## src/acp_pkg.sv

```systemverilog
`default_nettype none
package acp_pkg;

	// ****************************************
	// Register map
	// ****************************************
	localparam logic [6:0] ADDR_RESET = 7'h00;
	localparam logic [6:0] ADDR_POWER = 7'h01;
	localparam logic [6:0] ADDR_OUTMODE = 7'h02;
	localparam logic [7:0] REG_RESET_VAL = 8'h00;
	localparam logic [7:0] READ_ZERO = 8'h00;

	// Reset register field
	localparam int SWRST_BIT = 7;

	// Power-down register fields
	localparam int DCS_BIT = 7;
	localparam int SCRAMBLE_BIT = 6;
	localparam int SIGNED_BIT = 5;
	localparam int SLEEP_BIT = 4;
	localparam int NAP_LSB = 0;
	localparam int NAP_W = 4;

	// Output mode register fields
	localparam int CUR_LSB = 5;
	localparam int TERM_BIT = 4;
	localparam int OFF_BIT = 3;
	localparam int LANE_LSB = 0;

	// ****************************************
	// Serial word layout
	// ****************************************
	localparam logic [4:0] WORD_BITS = 5'h10;
	localparam logic [4:0] HDR_BITS = 5'h08;
	localparam int DIR_POS = 7;

	// Drive current in units of 0.05 mA
	localparam logic [7:0] CUR_3P5 = 8'h46;
	localparam logic [7:0] CUR_4P0 = 8'h50;
	localparam logic [7:0] CUR_4P5 = 8'h5A;
	localparam logic [7:0] CUR_3P0 = 8'h3C;
	localparam logic [7:0] CUR_2P5 = 8'h32;
	localparam logic [7:0] CUR_2P1 = 8'h2A;
	localparam logic [7:0] CUR_1P75 = 8'h23;
	localparam logic [7:0] CUR_NONE = 8'h00;

	// Lane formats
	localparam logic [2:0] LANE2_16 = 3'h0;
	localparam logic [2:0] LANE2_14 = 3'h1;
	localparam logic [2:0] LANE2_12 = 3'h2;
	localparam logic [2:0] LANE1_14 = 3'h5;
	localparam logic [2:0] LANE1_12 = 3'h6;
	localparam logic [2:0] LANE1_16 = 3'h7;
	localparam logic [4:0] SER_16 = 5'h10;
	localparam logic [4:0] SER_14 = 5'h0E;
	localparam logic [4:0] SER_12 = 5'h0C;
	localparam logic [4:0] SER_NONE = 5'h00;

	typedef enum logic [2:0] {
		ACP_IDLE = 3'b001,
		ACP_SHIFT = 3'b010,
		ACP_DONE = 3'b100
	} acp_state_e;

	// Decoded configuration seen by the converter core
	typedef struct packed {
		logic duty_stabilizer_disable;
		logic output_scramble_enable;
		logic signed_format_select;
		logic sleep;
		logic [3:0] nap;
		logic [2:0] drive_current_select;
		logic internal_term_enable;
		logic output_drive_disable;
		logic [2:0] lane_format_select;
	} acp_cfg_s;

endpackage
`default_nettype wire

```

## src/acp_serial_port.sv

```systemverilog
// ****************************************
// ****************************************
`default_nettype none
module acp_serial_port (
	input wire logic sys_clk,
	input wire logic rst_n,
	input wire logic program_mode_select,
	input wire logic cs_n,
	input wire logic sck,
	input wire logic sdi,
	output logic sdo_out,
	output logic sdo_oe,
	input wire logic [13:0] core_data,
	output logic [13:0] lane_data,
	output logic lane_data_oe,
	output logic data_clock_oe,
	output logic frame_marker_oe,
	output logic [7:0] drive_current,
	output logic [4:0] serial_bits,
	output logic two_lanes,
	output var acp_pkg::acp_cfg_s cfg,
	output logic converter_sleep
);

	// ****************************************
	// Input synchronisers
	// ****************************************
	logic [2:0] sync1;
	logic [2:0] sync2;
	logic sck_prev;
	logic [2:0] next_sync1;
	logic [2:0] next_sync2;

	// Two flops before anything looks at a pin
	always_comb begin
		next_sync1 = {cs_n, sck, sdi};
		next_sync2 = sync1;
	end

	always_ff @(posedge sys_clk or negedge rst_n) begin
		if (!rst_n) begin
			sync1 <= 3'h7;
			sync2 <= 3'h7;
			sck_prev <= 1'b1;
		end else begin
			sync1 <= next_sync1;
			sync2 <= next_sync2;
			sck_prev <= sync2[1];
		end
	end

	logic cs_s;
	logic sck_s;
	logic sdi_s;
	logic sck_rise;
	logic sck_fall;
	logic mode_s;
	logic mode_m;
	assign cs_s = sync2[2];
	assign sck_s = sync2[1];
	assign sdi_s = sync2[0];
	assign sck_rise = sck_s & ~sck_prev;
	assign sck_fall = ~sck_s & sck_prev;

	// Mode select is a strap but still a pin: synchronise it too
	always_ff @(posedge sys_clk or negedge rst_n) begin
		if (!rst_n) begin
			mode_m <= 1'b1;
			mode_s <= 1'b1;
		end else begin
			mode_m <= program_mode_select;
			mode_s <= mode_m;
		end
	end

	// ****************************************
	// Serial word engine
	// ****************************************
	acp_pkg::acp_state_e state;
	acp_pkg::acp_state_e next_state;
	logic [4:0] bit_cnt;
	logic [4:0] next_bit_cnt;
	logic [15:0] shreg;
	logic [15:0] next_shreg;
	logic [7:0] rd_sh;
	logic [7:0] next_rd_sh;
	logic rd_act;
	logic next_rd_act;
	logic [7:0] pwr;
	logic [7:0] next_pwr;
	logic [7:0] omode;
	logic [7:0] next_omode;
	logic swrst;
	logic next_swrst;
	logic active;

	// Register read decode; reset register is write-only
	function automatic logic [7:0] read_reg(input logic [6:0] a,
		input logic [7:0] p, input logic [7:0] o);
		case (a)
			acp_pkg::ADDR_POWER: read_reg = p;
			acp_pkg::ADDR_OUTMODE: read_reg = o;
			default: read_reg = acp_pkg::READ_ZERO;
		endcase
	endfunction

	assign active = ~mode_s & ~cs_s;

	always_comb begin
		next_state = state;
		next_bit_cnt = bit_cnt;
		next_shreg = shreg;
		next_rd_sh = rd_sh;
		next_rd_act = rd_act;
		next_pwr = pwr;
		next_omode = omode;
		next_swrst = 1'b0;
		case (state)
			acp_pkg::ACP_IDLE: begin
				next_bit_cnt = '0;
				next_rd_act = 1'b0;
				if (active) begin
					next_state = acp_pkg::ACP_SHIFT;
				end
			end
			acp_pkg::ACP_SHIFT: begin
				if (!active) begin
					// Drop readback at once so a cut read frees the line
					next_state = acp_pkg::ACP_IDLE;
					next_rd_act = 1'b0;
				end else if (sck_rise) begin
					next_shreg = {shreg[14:0], sdi_s};
					next_bit_cnt = bit_cnt + 5'h01;
					if (bit_cnt + 5'h01 == acp_pkg::HDR_BITS &&
						shreg[6]) begin
						next_rd_act = 1'b1;
						next_rd_sh = read_reg({shreg[5:0], sdi_s}, pwr,
							omode);
					end
					if (bit_cnt + 5'h01 == acp_pkg::WORD_BITS) begin
						next_state = acp_pkg::ACP_DONE;
					end
				end else if (sck_fall && rd_act &&
					bit_cnt > acp_pkg::HDR_BITS) begin
					next_rd_sh = {rd_sh[6:0], 1'b0};
				end
			end
			acp_pkg::ACP_DONE: begin
				// Later rising edges fall here and are ignored; a falling edge ends readback
				if (sck_fall && rd_act) begin
					next_rd_act = 1'b0;
				end
				if (!active) begin
					next_state = acp_pkg::ACP_IDLE;
					next_rd_act = 1'b0;
					if (!shreg[acp_pkg::DIR_POS + 8]) begin
						case (shreg[14:8])
							acp_pkg::ADDR_RESET:
								next_swrst = shreg[acp_pkg::SWRST_BIT];
							acp_pkg::ADDR_POWER: next_pwr = shreg[7:0];
							acp_pkg::ADDR_OUTMODE: next_omode = shreg[7:0];
							default: ;
						endcase
					end
				end
			end
			default: next_state = acp_pkg::ACP_IDLE;
		endcase
		if (swrst) begin
			next_pwr = acp_pkg::REG_RESET_VAL;
			next_omode = acp_pkg::REG_RESET_VAL;
		end
	end

	// Write commits at chip select rise so a short word never lands
	always_ff @(posedge sys_clk or negedge rst_n) begin
		if (!rst_n) begin
			state <= acp_pkg::ACP_IDLE;
			bit_cnt <= '0;
			shreg <= '0;
			rd_sh <= '0;
			rd_act <= 1'b0;
			pwr <= acp_pkg::REG_RESET_VAL;
			omode <= acp_pkg::REG_RESET_VAL;
			swrst <= 1'b0;
		end else begin
			state <= next_state;
			bit_cnt <= next_bit_cnt;
			shreg <= next_shreg;
			rd_sh <= next_rd_sh;
			rd_act <= next_rd_act;
			pwr <= next_pwr;
			omode <= next_omode;
			swrst <= next_swrst;
		end
	end

	// ****************************************
	// Output decode
	// ****************************************
	logic [7:0] cur_base;
	logic [13:0] scr;
	logic [4:0] sbits;
	always_comb begin
		case (omode[acp_pkg::CUR_LSB +: 3])
			3'h0: cur_base = acp_pkg::CUR_3P5;
			3'h1: cur_base = acp_pkg::CUR_4P0;
			3'h2: cur_base = acp_pkg::CUR_4P5;
			3'h4: cur_base = acp_pkg::CUR_3P0;
			3'h5: cur_base = acp_pkg::CUR_2P5;
			3'h6: cur_base = acp_pkg::CUR_2P1;
			3'h7: cur_base = acp_pkg::CUR_1P75;
			default: cur_base = acp_pkg::CUR_NONE;
		endcase
		case (omode[acp_pkg::LANE_LSB +: 3])
			acp_pkg::LANE2_16, acp_pkg::LANE1_16: sbits = acp_pkg::SER_16;
			acp_pkg::LANE2_14, acp_pkg::LANE1_14: sbits = acp_pkg::SER_14;
			acp_pkg::LANE2_12, acp_pkg::LANE1_12: sbits = acp_pkg::SER_12;
			default: sbits = acp_pkg::SER_NONE;
		endcase
		scr = core_data;
		if (pwr[acp_pkg::SIGNED_BIT]) begin
			scr[13] = ~scr[13];
		end
		if (pwr[acp_pkg::SCRAMBLE_BIT]) begin
			scr[13:1] = scr[13:1] ^ {13{scr[0]}};
		end
	end

	// All outputs registered
	always_ff @(posedge sys_clk or negedge rst_n) begin
		if (!rst_n) begin
			sdo_out <= 1'b0;
			sdo_oe <= 1'b0;
			lane_data <= '0;
			lane_data_oe <= 1'b0;
			data_clock_oe <= 1'b0;
			frame_marker_oe <= 1'b0;
			drive_current <= acp_pkg::CUR_NONE;
			serial_bits <= acp_pkg::SER_NONE;
			two_lanes <= 1'b0;
			cfg <= '0;
			converter_sleep <= 1'b0;
		end else begin
			sdo_out <= 1'b0;
			sdo_oe <= next_rd_act & ~next_rd_sh[7];
			lane_data <= scr;
			lane_data_oe <= ~omode[acp_pkg::OFF_BIT];
			data_clock_oe <= ~omode[acp_pkg::OFF_BIT];
			frame_marker_oe <= ~omode[acp_pkg::OFF_BIT];
			drive_current <= omode[acp_pkg::TERM_BIT] ?
				{cur_base[6:0], 1'b0} : cur_base;
			serial_bits <= sbits;
			two_lanes <= ~omode[2];
			cfg <= {pwr[acp_pkg::DCS_BIT], pwr[acp_pkg::SCRAMBLE_BIT],
				pwr[acp_pkg::SIGNED_BIT], pwr[acp_pkg::SLEEP_BIT],
				pwr[acp_pkg::NAP_LSB +: acp_pkg::NAP_W], omode};
			converter_sleep <= pwr[acp_pkg::SLEEP_BIT] | swrst;
		end
	end

	// ****************************************
	// Checks
	// ****************************************
	a_write_commit: assert property (@(posedge sys_clk) disable iff (!rst_n)
		(state == acp_pkg::ACP_DONE && !active && !shreg[15] &&
		shreg[14:8] == acp_pkg::ADDR_POWER) |=> pwr == $past(shreg[7:0]))
		else $error("power write lost");
	a_read_keeps: assert property (@(posedge sys_clk) disable iff (!rst_n)
		(state == acp_pkg::ACP_DONE && shreg[15] && !swrst) |=>
		$stable(pwr) && $stable(omode)) else $error("read changed reg");
	a_reset_clears: assert property (@(posedge sys_clk) disable iff (!rst_n)
		swrst |=> pwr == 8'h00 && omode == 8'h00 && !swrst)
		else $error("soft reset failed");
	a_reset_sleeps: assert property (@(posedge sys_clk) disable iff (!rst_n)
		swrst |=> converter_sleep) else $error("no sleep on reset");
	a_cap_sixteen: assert property (@(posedge sys_clk) disable iff (!rst_n)
		bit_cnt <= acp_pkg::WORD_BITS) else $error("count over 16");
	a_cs_abort: assert property (@(posedge sys_clk) disable iff (!rst_n)
		(state != acp_pkg::ACP_IDLE && !active) |=>
		state == acp_pkg::ACP_IDLE) else $error("cs high ignored");
	a_sdo_drain: assert property (@(posedge sys_clk) disable iff (!rst_n)
		sdo_oe |-> !sdo_out) else $error("sdo drove high");
	a_off_drive: assert property (@(posedge sys_clk) disable iff (!rst_n)
		omode[3] |=> !data_clock_oe && !frame_marker_oe)
		else $error("outputs not off");
	a_no_sdo_idle: assert property (@(posedge sys_clk) disable iff (!rst_n)
		(state == acp_pkg::ACP_IDLE) |=> !sdo_oe)
		else $error("sdo driven idle");

endmodule
`default_nettype wire

```

## config.mk

```make
export PLATFORM = sky130hd
export DESIGN_NAME = acp_serial_port
export DESIGN_NICKNAME = d
export VERILOG_FILES = /design/src/acp_pkg.sv /design/src/acp_serial_port.sv
export SDC_FILE = /design/constraint.sdc
export NUM_CORES = 1
export LEC_CHECK = 0
export ABC_AREA = 1
export BUFFER_PORTS_ARGS = -buffer_cell sky130_fd_sc_hd__buf_2
export CELL_PAD_IN_SITES_DETAIL_PLACEMENT = 0
export CELL_PAD_IN_SITES_GLOBAL_PLACEMENT = 1
export CORE_ASPECT_RATIO = 1.25
export CORE_UTILIZATION = 35
export DETAILED_ROUTE_END_ITERATION = 6
export GPL_ROUTABILITY_DRIVEN = 1
export PLACE_DENSITY_LB_ADDON = 0.05
export SETUP_SLACK_MARGIN = 0.5
export SKIP_LAST_GASP = 1
export SLEW_MARGIN = 20
export SYNTH_ARGS = -nofsm -noshare
export SYNTH_HDL_FRONTEND = slang
export SYNTH_SLANG_ARGS = --single-unit
```

## constraint.sdc

```tcl
create_clock -name sys_clk -period 5.2 [get_ports sys_clk]
set_clock_uncertainty 0.15 [all_clocks]
set_input_delay 1.04 -clock sys_clk [delete_from_list [all_inputs] [get_ports sys_clk]]
set_output_delay 1.04 -clock sys_clk [all_outputs]
set_load 0.03 [all_outputs]
```

Word-level counts from Yosys, hierarchy flattened
Cells that the tools add are included.
Widths: inputs -> output; s select.
- register bits: 106
- word-level logic and storage cells: 135
- input bits: 20
- output and inout port bits: 50
- reduce and logical (&&, ||, !) cells: 20
- add/sub/neg operators: 1
- order comparisons: 1
- bitwise operators: 14
- multiplexer cells: 40
- equality and inequality tests: 29
- operators with widths (kind ; count):
    $mux 8 ; 16
    $pmux 7 s7 ; 1
    $eq 3x3->1 const B ; 8
    $pmux 8 s2 ; 1
    $reduce_and 4->1 ; 4
    $mux 3 ; 5
    $pmux 5 s3 ; 1
    $eq 7x1->1 const B ; 2
    $eq 7x2->1 const B ; 2
    $mux 13 ; 1
    $xor 13x13->13 ; 1
    $mux 1 ; 10
    $mux 5 ; 2
    $ne 2x2->1 const B ; 5
    $pmux 5 s2 ; 1
    $reduce_bool 2->1 ; 5
    $eq 3x1->1 const B ; 3
    $eq 3x2->1 const B ; 3
    $pmux 3 s3 ; 1
    $not 1->1 ; 8
    $logic_not 7->1 ; 1
    $logic_not 3->1 ; 2
    $ne 3x3->1 const B ; 2
    $reduce_and 3->1 ; 2
    other kinds (10) ; 18

Longest topological paths before layout
- depth after elaboration: 10
- gate-level depth with buffers: 13
- gate-level depth less buffers: 13

Worst setup path before layout
OpenSTA, ideal clock, no wires.
- kind: flip-flop to output port
- start point: register frame_marker_oe
- end point: output frame_marker_oe
- setup slack: 3.288 ns
- path buffers: 1
- required time: 4.010 ns
- stages on the path, launching flop included: 2
- data arrival time: 0.722 ns
- cell sequence: dfrtp_1 buf_4
- RTL lines (element ; RTL line ; text):
    start: declaration ; acp_serial_port.sv:17 ; output logic frame_marker_oe,
    start signal: assignment ; acp_serial_port.sv:250 ; frame_marker_oe <= ~omode[acp_pkg::OFF_BIT];
No word-level cell between the ends.

Worst setup path after layout
- start point: register frame_marker_oe
- end point: output frame_marker_oe
No word-level cell between the ends.

==> summary.md <==
| Metric | Value |
|---|---|
| Slew @ Worst Pin | 0.8853 ns |
| TritonCTS clock tree | built |
| Fin Hold WS | just over 0.2 ns |
| DRT Wirelength | between 8 and 9 mm |
| Antenna diode count | 0 |
| Synthesis-stage register bit count | 104 |
| Commonest cells after routing, fill and taps aside | 111 x nand2_1, 94 x dfrtp_1, 66 x buf_2 |
| CP cell instances | buf_2 |
| First-pass GRT wire length | 14.39 mm |
| DRC | 0 |
| HP Class | flop to flop |
| Layout area overhead | 17.91% |
| Max incr delay on CP | around 0.40 ns |
| Post-cts resize count | 0 |
| Highest-delay cell along the critical path | dfrtp_1 |
| Via-per-instance ratio | 4.447 |
| Worst VDD drop | 0.2518 mV |
| Initial antenna violation count | 0 |
| TritonRoute pass-1 iters | 4 |
| R2r endpoint | sdo_oe$_DFF_PN0_ |
| CTS Hold Buffers Added | 0 |
| Placed cell area | about 4700 µm² |
| Share of layout cells above drive strength 1 | ~25% |
| Post-Syn Area | around 4300 µm² |
| Worst endpoint required time | about 4 ns |
| Fin. max-slew vios | 0 |
| NumNets Final | between 500 and 600 |
| Placed cell count | 637 |
| Final setup viols | 0 |
| Clock transition at the registers of the reported paths | 0.07 ns |
| Normalized max-slew margin | 40.92% |
| Post-DP HPWL | ~6.0 mm |
| Chip Width | 100.6 µm |
| Final Cell Area | between 5000 and 6000 µm² |
| Min-delay src | next_sync2[0]$_DFF_PN1_ |
| Outcome | finished clean |
| Reg2reg start | sync2[1]$_DFF_PN1_ |
| Num ports | 70 |
| H-tree depth | 3 |
| Post-route minimum period | approximately 2.1 ns |
| Top_reg_cell synth | dfrtp_1 |
| CTS Buffer Depth | 2 |
| Vias | between 2k and 3k |
| Initial Util | between 30% and 40% |
| Final GP Congestion | around 0.76 |
| Ys async rst share | between 90% and 100% |
| Synth area leader | dfrtp_1 |
| Worst path top cell family by delay | flip-flops |
| Die ar. | 12610 µm² |
| RSZ-0062 raised after global routing | no |
| 1st-iter DRT viols | 90 |
| Final Hold Viols | 0 |
| Top post-synthesis cells by area | dfrtp_1 55%, nand2_1 9.8%, dfstp_2 6.2%, o21ai_0 3.6%, inv_1 3.6% |
| Setup CP Type | flop to primary output |
| Leakage | 2.416 nW |
| Synth top area share | roughly 55% |
| Power Density | ~340 nW/µm² |
| Number of synthesized flops with an enable pin | 0 |
| Total negative slack | 0 ns |
| FF-to-FF path depth | 8 |
| Total power | about 1.7 mW |
| Cells after synthesis | between 400 and 500 |
| Largest net degree at the start of global routing | around 70 |
| Yosys cell types | 35 |
| Port bufs | 67 |
| Synth warnings | 0 |
| Clk Tree Root Cell | clkbuf_16 |
| Core Region | roughly 12000 µm² |
| Clk Latency, worst-skew pair | between 0.3 and 0.4 ns |
| Vias in the first global route | approximately 2.8k |
| Total track usage | between 10% and 20% |
| Hold depth | 0 |
| Arrival time at the worst endpoint | 0.92 ns |
| Avg WL per Cell | 13.09 µm |
| Max_cap viols | 0 |
| Most common cell after layout, fill and taps aside | nand2_1 |
| Final cycle utilization of the critical path | roughly two fifths |
| Final ANT Viol Nets | 0 |
| Sequential area share after synthesis | between 60% and 70% |
| Die H | 125.3 µm |
| CP Launch Type | flop |
| Max frequency | around 0.47 GHz |
| Grt ovf | 0 |
| CP Buf/Inv Count | 1 |
| Post-CTS setup repair buffer count | 0 |
| Clock sinks | roughly 100 |
| Total CTS buffers | 9 |
| Avg Inst Size Synth | 10.08 µm² |
| Reg-to-reg slack, setup | about 3.2 ns |
| Worst Hold End | sync2[0]$_DFF_PN1_ |
| Peak fanout along the critical path | 3 |
| # rows | 44 |
| Final Instance Count excl. Fillers | 653 |
| Crit. End Element | primary output |
==> through the flow <==
step                      util (%)  worst slack [ns]
after floorplan                  -             3.288
after global placement       40.10             2.779
after detailed placement     40.10             2.760
after CTS                    42.79             3.071
after global routing         42.79             2.975
final                        42.79             3.090
==> routing by layer <==
layer	up-vias	wire length (µm)	GRT usage (%)
li1	1472	-	-
met1	1358	4035	20.04
met2	66	4107	23.65
met3	8	311	2.851
met4	0	93	5.115
met5	-	0	0
==> where the power goes <==
group / switching [mW] / internal [mW] / total [mW]
clock: 0.284 / 0.413 / 0.697
combinational: 0.101 / 0.0402 / 0.141
sequential: 0.0190 / 0.840 / 0.859
total: 0.404 / 1.29 / 1.70
==> cells in the mapped netlist, drive strengths merged, types with 2 or more instances <==
master  count
nand4       2
dfstp      10
o22ai       2
clkinv      2
nor3        8
nor2       13
nand2     116
clkbuf      2
inv        44
xnor2      14
nand3      26
a21oi       2
buf        13
o21ai      61
ha          6
dfrtp      94
==> registers in the layout, summed over array words and instances (netlist names), 3 cells and up <==
register / cells
lane_data: 14
drive_current: 8
pwr: 8
rd_sh: 8
next_sync2: 3
state: 3
shreg: 16
bit_cnt: 5
sync2: 3
omode: 8
serial_bits: 3
cfg: 16
==> cell type report <==
| type | instances | area (µm²) |
|---|---|---|
| Inverter | 46 | 172.7 |
| Timing Repair Buffer | 68 | 345.3 |
| Tap cell | 161 | 201.4 |
| Clock buffer | 12 | 266.5 |
| Multi-Input combinational cell | 258 | 1368 |
| Fill cell | 1166 | 6709 |
| Clock inverter | 4 | 48.80 |
| Sequential cell | 104 | 2615 |
==> cell families after synthesis <==
family	after synthesis	synth area share [%]
compound gates	68	9.291
buf+inv	61	6.498
flops	104	61.45
simple gates	167	17.82
fa+ha+maj	6	1.764
xor+xnor	15	3.087
other cells	1	0.08812
==> how the worst max path moves through the flow <==
stage | startpoint | to | slack (ns) | cells past startpoint
after floorplan | frame_marker_oe$_DFF_PN0_ | frame_marker_oe | 3.29 | 1
after global placement | rst_n | state[0]$_DFFE_PN1P_ | 2.78 | 2
after detailed placement | rst_n | state[0]$_DFFE_PN1P_ | 2.76 | 2
after CTS | frame_marker_oe$_DFF_PN0_ | frame_marker_oe | 3.07 | 1
after global routing | bit_cnt[0]$_DFFE_PN0P_ | rd_sh[3]$_DFFE_PN0P_ | 2.97 | 11
final | frame_marker_oe$_DFF_PN0_ | frame_marker_oe | 3.09 | 1
Power figures use the tool's default switching activity.
